`src/logic/bfoc_pkg.sv`:
```
package bfoc_pkg;

   // ************************************************************
   // Timing
   // ************************************************************
   localparam int unsigned CLK_HZ          = 40_000_000;
   localparam int unsigned LOCK_MS         = 100;
   localparam int unsigned LOCK_CYC        = (CLK_HZ / 1000) * LOCK_MS;
   localparam int unsigned STARTUP_MS      = 500;
   localparam int unsigned STARTUP_CYC     = (CLK_HZ / 1000) * STARTUP_MS;
   localparam int unsigned LOCK_TONE_HZ    = 350;
   localparam int unsigned LOCK_DUTY_PCT   = 15;
   localparam int unsigned LOCK_PER_CYC    = CLK_HZ / LOCK_TONE_HZ;
   localparam int unsigned LOCK_HI_CYC     = (LOCK_PER_CYC * LOCK_DUTY_PCT) / 100;
   localparam int unsigned HOT_TONE_HZ     = 770;
   localparam int unsigned HOT_DUTY_PCT    = 13;
   localparam int unsigned HOT_PER_CYC     = CLK_HZ / HOT_TONE_HZ;
   localparam int unsigned HOT_HI_CYC      = (HOT_PER_CYC * HOT_DUTY_PCT) / 100;
   localparam int unsigned OFF_UNIT_CYC    = 256;

   // ************************************************************
   // Reset values and widths
   // ************************************************************
   localparam logic [7:0]  HOT_LIMIT_RST   = 8'h99;
   localparam logic [7:0]  OFF_STEP_RST    = 8'h00;
   localparam int unsigned TEMP_W          = 8;
   localparam int unsigned TONE_W          = 17;

   typedef enum logic [1:0] {BFOC_STARTUP, BFOC_RUN, BFOC_LOCKED} bfoc_state_t;

   typedef struct packed {
      logic firstCoilDrive;
      logic secondCoilDrive;
      logic alarmDrive;
   } bfoc_drive_t;

   typedef struct packed {
      logic lockAlarm;
      logic hotAlarm;
      logic running;
   } bfoc_status_t;

endpackage

```
`src/logic/bfoc_fan_ctrl.sv`:
```
`timescale 1ns/10ps
// Functional notes
// - First coil drive switches on each falling Hall edge.
// - Second coil drive switches on each rising Hall edge.
// - Off-time is timed from Hall edges, never free running.
// - Full speed inserts no off-time; coil on for whole half-period.
// - Lower speed lengthens off-time and shortens on-time equally.
// - Falling Hall edges raise an edge event.
// - Rising Hall edges raise a capture event.
// - Same off-time from latest temperature reading for both phases.
// - Temperature maps to speed through a writable look-up table.
// - Locked rotor declared after no Hall activity beyond 100 ms.
// - On lock both coil drives turn off at once.
// - After stopping for lock the lock alarm becomes active.
// - Lock tone is 350 Hz at 15 percent duty.
// - Over-temperature tone is 770 Hz at 13 percent duty.
// - Over-temperature alarm at threshold; motor keeps running.
// - After lock, Hall ignored; stay stopped until power-on reset.
// - Start-up runs full power with zero off-time, then regulates.
module bfoc_fan_ctrl
   import bfoc_pkg::*;
#(
   parameter int unsigned LOCK_CYCLES    = LOCK_CYC,
   parameter int unsigned STARTUP_CYCLES = STARTUP_CYC
) (
   input  wire logic              clk_sys,
   input  wire logic              nrst,
   input  wire logic              clkEn,
   input  wire logic              hallIn,
   input  wire logic [TEMP_W-1:0] tempSample,
   input  wire logic              tempValid,
   input  wire logic [TEMP_W-1:0] hotLimit,
   input  wire logic              mapWrEn,
   input  wire logic [TEMP_W-1:0] mapWrAddr,
   input  wire logic [7:0]        mapWrData,
   output logic                   firstCoilDrive,
   output logic                   secondCoilDrive,
   output logic                   alarmSwitch,
   output logic                   lockAlarm,
   output logic                   hotAlarm
);

   if (LOCK_CYCLES < 2 || STARTUP_CYCLES < 1) begin : g_bad_counts
      $error("bfoc_fan_ctrl: counts too small");
   end

   // ************************************************************
   // Hall synchroniser and edge events
   // ************************************************************
   // Edges stay masked until the pipe holds real pin samples: the reset value
   // may differ from the idle pin level and would otherwise look like an edge
   logic       hallS1_q, hallS2_q, hallS3_q;
   logic [1:0] hallFill_q, hallFill_d;
   logic       fallEvt, riseEvt;

   always_ff @(posedge clk_sys or negedge nrst) begin
      if (!nrst) begin
         hallS1_q   <= 1'b0;
         hallS2_q   <= 1'b0;
         hallS3_q   <= 1'b0;
         hallFill_q <= 2'h0;
      end else if (clkEn) begin
         hallS1_q   <= hallIn;
         hallS2_q   <= hallS1_q;
         hallS3_q   <= hallS2_q;
         hallFill_q <= hallFill_d;
      end
   end

   always_comb begin
      hallFill_d = hallFill_q;
      if (hallFill_q != 2'h3) begin
         hallFill_d = hallFill_q + 2'h1;
      end
      fallEvt = clkEn && (hallFill_q == 2'h3) && hallS3_q && !hallS2_q;
      riseEvt = clkEn && (hallFill_q == 2'h3) && !hallS3_q && hallS2_q;
   end

   // ************************************************************
   // Temperature map
   // ************************************************************
   // Descending profile after reset (step = 255 - reading): hotter reading, lower step, faster fan
   logic [7:0]        map_q [256];
   logic [7:0]        map_d [256];
   logic [TEMP_W-1:0] temp_q, temp_d;
   logic [7:0]        offStep_q, offStep_d;

   always_comb begin
      map_d  = map_q;
      temp_d = temp_q;
      if (mapWrEn) begin
         map_d[mapWrAddr] = mapWrData;
      end
      if (tempValid) begin
         temp_d = tempSample;
      end
      offStep_d = map_q[temp_q];
   end

   always_ff @(posedge clk_sys or negedge nrst) begin
      if (!nrst) begin
         for (int i = 0; i < 256; i++) begin
            map_q[i] <= 8'(255 - i);
         end
         temp_q    <= 8'h00;
         offStep_q <= OFF_STEP_RST;
      end else if (clkEn) begin
         map_q     <= map_d;
         temp_q    <= temp_d;
         offStep_q <= offStep_d;
      end
   end

   // ************************************************************
   // Control state, lock watch and commutation
   // ************************************************************
   bfoc_state_t state_q, state_d;
   logic [31:0] lockCnt_q, lockCnt_d;
   logic [31:0] startCnt_q, startCnt_d;
   logic [15:0] offCnt_q, offCnt_d;
   logic [15:0] offLen_q, offLen_d;
   logic        phase_q, phase_d;
   logic        c1_q, c1_d, c2_q, c2_d;
   logic        hot_q, hot_d;

   always_comb begin
      state_d    = state_q;
      lockCnt_d  = lockCnt_q;
      startCnt_d = startCnt_q;
      offCnt_d   = offCnt_q;
      offLen_d   = offLen_q;
      phase_d    = phase_q;
      hot_d      = (temp_q >= hotLimit);
      unique case (state_q)
         BFOC_STARTUP, BFOC_RUN: begin
            if (fallEvt || riseEvt) begin
               lockCnt_d = '0;
               // Off-time is sampled per edge so both phases share one value
               offLen_d  = (state_q == BFOC_RUN) ? 16'(offStep_q) * 16'(OFF_UNIT_CYC) : 16'h0000;
               offCnt_d  = '0;
               phase_d   = fallEvt;
            end else begin
               lockCnt_d = lockCnt_q + 32'h0000_0001;
               if (offCnt_q != 16'hFFFF) begin
                  offCnt_d = offCnt_q + 16'h0001;
               end
            end
            if (state_q == BFOC_STARTUP) begin
               startCnt_d = startCnt_q + 32'h0000_0001;
               if (startCnt_q >= 32'(STARTUP_CYCLES - 1)) begin
                  state_d = BFOC_RUN;
               end
            end
            if (lockCnt_q >= 32'(LOCK_CYCLES - 1)) begin
               state_d = BFOC_LOCKED;
            end
         end
         BFOC_LOCKED: begin
            state_d = BFOC_LOCKED;
         end
         default: state_d = BFOC_LOCKED;
      endcase
      // Coil stays dark for offLen cycles after its edge, then on to next edge
      c1_d = (state_d != BFOC_LOCKED) && phase_d && (offCnt_d >= offLen_d);
      c2_d = (state_d != BFOC_LOCKED) && !phase_d && (offCnt_d >= offLen_d);
   end

   always_ff @(posedge clk_sys or negedge nrst) begin
      if (!nrst) begin
         state_q    <= BFOC_STARTUP;
         lockCnt_q  <= '0;
         startCnt_q <= '0;
         offCnt_q   <= '0;
         offLen_q   <= '0;
         phase_q    <= 1'b1;
         c1_q       <= 1'b0;
         c2_q       <= 1'b0;
         hot_q      <= 1'b0;
      end else if (clkEn) begin
         state_q    <= state_d;
         lockCnt_q  <= lockCnt_d;
         startCnt_q <= startCnt_d;
         offCnt_q   <= offCnt_d;
         offLen_q   <= offLen_d;
         phase_q    <= phase_d;
         c1_q       <= c1_d;
         c2_q       <= c2_d;
         hot_q      <= hot_d;
      end
   end

   // ************************************************************
   // Alarm tones
   // ************************************************************
   // Lock tone wins over the hot tone; one transducer cannot carry both
   logic [TONE_W-1:0] toneCnt_q, toneCnt_d;
   logic              tone_q, tone_d;
   logic              lockA_q, lockA_d;
   logic [TONE_W-1:0] tonePer, toneHi;

   always_comb begin
      lockA_d = (state_q == BFOC_LOCKED);
      tonePer = lockA_q ? TONE_W'(LOCK_PER_CYC) : TONE_W'(HOT_PER_CYC);
      toneHi  = lockA_q ? TONE_W'(LOCK_HI_CYC) : TONE_W'(HOT_HI_CYC);
      if (!(lockA_q || hot_q) || toneCnt_q >= tonePer - 1'b1) begin
         toneCnt_d = '0;
      end else begin
         toneCnt_d = toneCnt_q + 1'b1;
      end
      // Compare the present count so the first burst after an alarm is full length
      tone_d = (lockA_q || hot_q) && (toneCnt_q < toneHi);
   end

   always_ff @(posedge clk_sys or negedge nrst) begin
      if (!nrst) begin
         toneCnt_q <= '0;
         tone_q    <= 1'b0;
         lockA_q   <= 1'b0;
      end else if (clkEn) begin
         toneCnt_q <= toneCnt_d;
         tone_q    <= tone_d;
         lockA_q   <= lockA_d;
      end
   end

   always_comb begin
      firstCoilDrive  = c1_q;
      secondCoilDrive = c2_q;
      alarmSwitch     = tone_q;
      lockAlarm       = lockA_q;
      hotAlarm        = hot_q;
   end
endmodule // bfoc_fan_ctrl

```
`config.mk`:
```
export PLATFORM = sky130hd
export DESIGN_NAME = bfoc_fan_ctrl
export DESIGN_NICKNAME = d
export VERILOG_FILES = /design/src/logic/bfoc_pkg.sv /design/src/logic/bfoc_fan_ctrl.sv
export SDC_FILE = /design/constraint.sdc
export NUM_CORES = 2
export LEC_CHECK = 0
export BUFFER_PORTS_ARGS = -buffer_cell sky130_fd_sc_hd__clkbuf_2
export CORE_ASPECT_RATIO = 1.1
export CORE_UTILIZATION = 35
export CTS_BUF_LIST = sky130_fd_sc_hd__clkbuf_4
export DETAILED_ROUTE_END_ITERATION = 16
export PLACE_DENSITY_LB_ADDON = 0.12
export SLEW_MARGIN = 20
export SYNTH_ARGS = -nofsm -noshare
export SYNTH_HDL_FRONTEND = slang
export SYNTH_SLANG_ARGS = --single-unit
```
`constraint.sdc`:
```
create_clock -name clk_sys -period 3.5 [get_ports clk_sys]
set_input_delay 0.175 -clock clk_sys [delete_from_list [all_inputs] [get_ports clk_sys]]
set_output_delay 0.175 -clock clk_sys [all_outputs]
set_load 0.005 [all_outputs]
```
After elaboration in Yosys (flattened, before gate mapping):

Cells that the tools add are included.
Widths: inputs -> output; s select.

* register bits after elaboration: 2190
* word-level logic and storage cells: 344
* input bits: 38
* output and inout bits: 5

* $add $sub $neg: 6
* equal/unequal tests: 6
* reduce and logical (&&, ||, !) cells: 25
* bitwise gates (word level): 2
* multiplexer cells: 22
* order comparisons: 9

Operators with widths (number)
* $bwmux 2048: 1
* $mux 16: 6
* $add 32x1->32 const B: 2
* $bmux 8 s8: 1
* $demux 8 s8: 1
* $mux 17: 2
* $ge 32x22->1 const B: 1
* $ge 32x25->1 const B: 1
* $mux 32: 1
* $mux 8: 3
* $ge 9x9->1 const B: 2
* $not 8->9: 2
* $add 17x1->17 const B: 1
* $ge 17x17->1: 1
* $lt 17x15->1: 1
* $sub 17x1->17 const B: 1
* $add 16x1->16 const B: 1
* $ge 16x16->1: 1
* $ne 16x16->1 const B: 1
* $mux 15: 1
* $logic_and 1x1->1: 11
* $lt 9x1->1 const B: 1
* $ge 8x8->1: 1
* $mux 2: 4
* 11 further kinds: 22

Longest topological paths before layout:

* word-level depth: 10
* depth in mapped cells: 16
* gate-level depth less buffers: 15

Least setup slack after synthesis:

No wires, ideal clock.

* kind: flip-flop to flip-flop
* start: reg offCnt_q[0]
* end: reg c1_q (netlist: firstCoilDrive)
* library setup time: 125 ps
* setup slack: 383 ps
* arrival: 2992 ps
* path buffers: 1
* stages on the path, launching flop included: 17
* data required time: 3375 ps
* clock period less this slack: 3117 ps
* path through: dfrtp_1 -> ha_1 -> and2_1 -> and4_1 -> a41oi_1 -> and2_1 -> buf_2 -> nand4_1 -> xor2_1 -> nor2_1 -> ha_1 -> a21o_1 -> a21o_1 -> a21oi_1 -> o211ai_1 -> a31oi_1 -> o2bb2ai_1

* cells in the longest elaborated chain, start to end: 6
* elaborated cells on any way between the ends: 7
* classes of those cells: add/sub (1); order compare (1); eq/ne (1); mux (3); reduce/logical (1)

Ends and longest elaborated chain
* start: declaration: line bfoc_fan_ctrl.sv:120 `logic [15:0] offCnt_q, offCnt_d;`
* start signal: assignment: line bfoc_fan_ctrl.sv:183 `offCnt_q <= offCnt_d;`
* $add 16x1->16 / $ne 16x16->1 (equally long branches): line bfoc_fan_ctrl.sv:145, bfoc_fan_ctrl.sv:144
* $mux 16 *: line bfoc_fan_ctrl.sv:144 `if (offCnt_q != 16'hFFFF) begin`
* $mux 16 *: line bfoc_fan_ctrl.sv:136 `if (fallEvt || riseEvt) begin`
* $mux 16 *: line bfoc_fan_ctrl.sv:134 `unique case (state_q)`
* net offCnt_d[9]: line bfoc_fan_ctrl.sv:120
* $ge 16x16->1 *: line bfoc_fan_ctrl.sv:164 `c1_d = (state_d != BFOC_LOCKED) && phase_d && (offCnt_d >= offLen_d);`
* $logic_and 1x1->1 *: line bfoc_fan_ctrl.sv:164
* end signal: assignment: line bfoc_fan_ctrl.sv:176 `c1_q <= 1'b0;`
* end signal: assignment: line bfoc_fan_ctrl.sv:186 `c1_q <= c1_d;`
* end: declaration: line bfoc_fan_ctrl.sv:123 `logic c1_q, c1_d, c2_q, c2_d;`

Mark *: on every way through the listed nets, which the timed path passes. The rest lies on a longest branch.
A chain may end at the register's enable or synchronous reset.

Final worst setup path:

* start: reg temp_q[1]
* end: reg offStep_q[4]

* cells in the longest elaborated chain, start to end: 4

Ends and longest elaborated chain
* start: declaration: line bfoc_fan_ctrl.sv:85 `logic [TEMP_W-1:0] temp_q, temp_d;`
* start signal: assignment: line bfoc_fan_ctrl.sv:109 `temp_q <= temp_d;`
* $not 8->9 (not written as such): line bfoc_fan_ctrl.sv:97 `offStep_d = map_q[temp_q];`
* $bmux 8 s8: line bfoc_fan_ctrl.sv:97
* $mux 8 (not written as such) (2 in a row): line bfoc_fan_ctrl.sv:97
* end signal: assignment: line bfoc_fan_ctrl.sv:110 `offStep_q <= offStep_d;`
* end: declaration: line bfoc_fan_ctrl.sv:86 `logic [7:0] offStep_q, offStep_d;`

No other way between the ends. The select of a mux whose other input is x is not followed.

==> flow_metrics.py <==
metrics = {
    "synthesis": {
        "yosysUniqueCellTypes": 73,
        "yosys_register_bits": 2190,
        "yosysWarnings": 0,
        "synth_area_mm2": 0.102,
        "synth_seq_area_share_pct": 55.1,
        "synth_area_per_cell_um2": 15.0,
        "yosys_most_used_dff": "dfrtp_1",
        "synth_nets": 6857,
        "syn_inst": 6775,
        "synth_edf_count": 0,
        "synthArstFlopShare_pct": 100,
    },
    "run_status": {
        "status": "finished clean",
    },
    "clocking": {
        "clk_latency_ps": 1370,
        "clk_pin_slew_ps": 60,
        "cts_root_buf": "clkbuf_4",
        "cts_tree": "yes",
        "clock_path_buffers": 4,
        "cts.sinks": 2190,
        "numCtsBuffers": 616,
        "htreeDepth": 6,
    },
    "detailed_routing": {
        "wirelength_um": 309000,
        "ant_nets": 0,
        "wire_per_inst_um": 25.9,
        "vias": 62669,
        "first_pass_iters": 7,
        "drtIter0Drc": 3799,
        "drc": 0,
        "viasPerCell": 5.26,
    },
    "die": {
        "die_h_um": 568,
        "io_pins": 43,
        "start_util_pct": 35.2,
        "rows": 207,
        "die_x_um": 516,
        "die_area_mm2": 0.293,
        "core_mm2": 0.289,
    },
    "sta": {
        "period_needed_ps": 3320,
        "finalSetupViolations": 0,
        "slew_viol_final": 0,
        "max_slew_margin_pct": 36.7,
        "clock.fmax_ghz": 0.301,
        "rsz0062_at_grt": "no",
        "finalHoldViolations": 0,
        "finalCritPeriodShare_pct": 95.0,
        "fin_worst_skew_ps": 95.5,
        "worst_pin_slew_ps": 947,
        "layout_setup_ws_ps": 176,
        "tns_ps": 0,
    },
    "critical_path": {
        "end_kind": "flop",
        "timing.rr.end": "offStep_q[4]",
        "criticalPathCategory": "flop to flop",
        "critPathRequiredTime_ps": 4720,
        "startpoint": "temp_q[1]",
        "startpoint_type": "flop",
        "arrival_ps": 4540,
        "crit_path_end": "offStep_q[4]",
        "reg2regPathDepth": 10,
        "crit_path_max_fanout": 18,
        "reg2reg_from": "temp_q[1]",
        "worst-r2r-setup-slack_ps": 180,
    },
    "place": {
        "dp_hpwl_um": 199000,
        "place_congestion": 0.797,
        "port_buffers": 42,
        "place_area_mm2": 0.110,
        "place_ws_ps": -114,
    },
    "power_and_ir_drop": {
        "p_clk_share_pct": 42.0,
        "p_int_uw": 43300,
        "irDropWorstVdd_v": 0.000283,
        "pwr-share-seq_pct": 45.5,
        "p_leak_uw": 0.0535,
        "power_switching_share_pct": 27.5,
        "p_per_area_mw_per_mm2": 501,
        "p_sw_uw": 16400,
        "p_comb_share_pct": 12.5,
        "power_uw": 59700,
    },
    "cells_and_area": {
        "synthToLayoutAreaGrowth_pct": 16.9,
        "ff_latch_area_mm2": 0.0561,
        "fillCellCount": 27089,
        "drive_above_1_share_pct": 64.7,
        "multi_input_area_mm2": 0.0436,
        "post-route-cell-area_mm2": 0.119,
        "nets": 7604,
    },
    "global_routing": {
        "first_global_vias": 66957,
        "grt_start_max_net_pins": 111,
        "track_usage_pct": 21.1,
        "antenna_found_initial": 26,
        "grt-ovfl-total": 0,
        "grt_first_pass_wirelength_um": 460000,
    },
    "hold_path": {
        "hold_class": "input port to async pin",
    },
    "job": {
        "drv_cap": 0,
    },
}
## critical path, cell delays in order (launching register included)
cell and delay [ps]:
dfrtp_4 740, buf_12 250, mux4_2 320, mux2i_1 170, nor2_1 100, o41ai_1 520, buf_4 250, nor4_1 70
buf_4 180, a31oi_1 440, nand3_1 130
## sequential cells by signal (all words and copies together) (netlist names), 2 cells and up
name,flops
offCnt_q,16
temp_q,8
map_q,2048
offStep_q,8
offLen_q,16
lockCnt_q,32
startCnt_q,32
toneCnt_q,17
state_q,2
hallFill_q,2
## power by group through the flow
| stage | combinational, µW | clock (µW) | sequential, µW |
|---|---|---|---|
| global route | 8000 | 27400 | 27300 |
| CTS | 7570 | 26100 | 27200 |
| detailed placement | 7390 | 0 | 27600 |
| global placement | 7330 | 0 | 27600 |
| floorplan | 4140 | 0 | 27200 |
| finish | 7440 | 25100 | 27200 |
## repair_timing
action	in CTS	in global routing
setup endpoints to repair	2	6
resized for setup	2	7
setup buffers	0	8
endpoints found under the hold margin	4353	0
hold buffers	85	0
gates cloned	0	0
pin swaps	0	3
## metal layers
metal / vias to the layer above / wire length, µm / track usage (%)
li1: 27118 / - / -
met3: 500 / 12200 / 3.35
met4: 4 / 9090 / 6.75
met5: - / 25 / 0
met2: 1410 / 147000 / 33.8
met1: 33637 / 140000 / 29.1
## how the worst min path moves through the flow
| stage | startpoint | to | slack [ps] |
|---|---|---|---|
| floorplan | nrst | alarmSwitch | -120 |
| global placement | nrst | lockCnt_q[29] | 210 |
| detailed placement | nrst | lockCnt_q[28] | 230 |
| CTS | nrst | map_q[256] | 40 |
| global route | hotLimit[2] | hotAlarm | 150 |
| finish | nrst | lockCnt_q[18] | 190 |
## synthesized netlist by cell type (11+ instances only)
master,instances,area (µm²)
a211oi_1,19,143
a21o_1,13,97.6
a21oi_1,36,180
a221oi_1,17,149
a22o_1,22,193
a22oi_1,23,173
a31oi_1,20,125
and2_1,23,144
and3_1,26,163
buf_1,17,63.8
buf_2,60,300
buf_4,34,255
buf_6,15,169
clkbuf_1,347,1300
dfrtp_1,1165,29200
dfstp_2,1025,26900
ha_1,44,551
inv_1,37,139
mux2_2,2061,23200
mux2i_1,150,1500
mux4_2,481,10800
nand2_1,382,1430
nand2b_1,18,113
nand3_1,56,280
nand4_1,20,125
nor2_1,215,807
nor2b_1,11,68.8
nor3_1,29,145
nor4_1,27,169
o21ai_0,53,265
o221ai_1,17,149
o22ai_1,91,569
or3_1,13,81.3
xnor2_1,37,324
xor2_1,42,368
## layout by cell type, fill, tap and decap left out, drive strengths merged, types with 44 or more instances in the layout
cell type / instances
dfstp: 1025
o21ai: 55
nand3: 56
mux2i: 150
mux2: 2061
buf: 498
dlygate4sd3: 76
ha: 44
nor2: 225
dfrtp: 1165
clkinv: 101
o22ai: 91
clkbuf: 1019
nand2: 382
inv: 58
mux4: 481
## layout make-up
type	count	area share [%]
Inverter	38	0.122
Multi-Input combinational cell	4069	36.6
Antenna cell	10	0.0210
Sequential cell	2190	47.1
Clock inverter	142	0.792
Timing Repair Buffer	607	5.00
Clock buffer	986	6.22
Tap cell	3866	4.07
## per-stage QoR
| stage | hold slack [ps] | util [%] | instances |
|---|---|---|---|
| after global routing | 153 | 41.1 | 11905 |
| after global placement | 213 | 37.9 | 10677 |
| final | 187 | 41.1 | 11908 |
| after floorplan | -121 | - | 6775 |
| after CTS | 37.9 | 41.1 | 11890 |
| after detailed placement | 227 | 37.9 | 10677 |
## cell families after synthesis
family | after synthesis | synth area share, %
AO/OA/AOI/OAI | 384 | 2.62
XOR/XNOR | 79 | 0.680
adder cells (fa/ha/maj) | 44 | 0.541
buffers and inverters | 516 | 2.27
flip-flops | 2190 | 55.1
multiplexers | 2692 | 34.9
AND/OR/NAND/NOR | 870 | 3.89
Note: power is estimated with default switching activity, not from simulation.
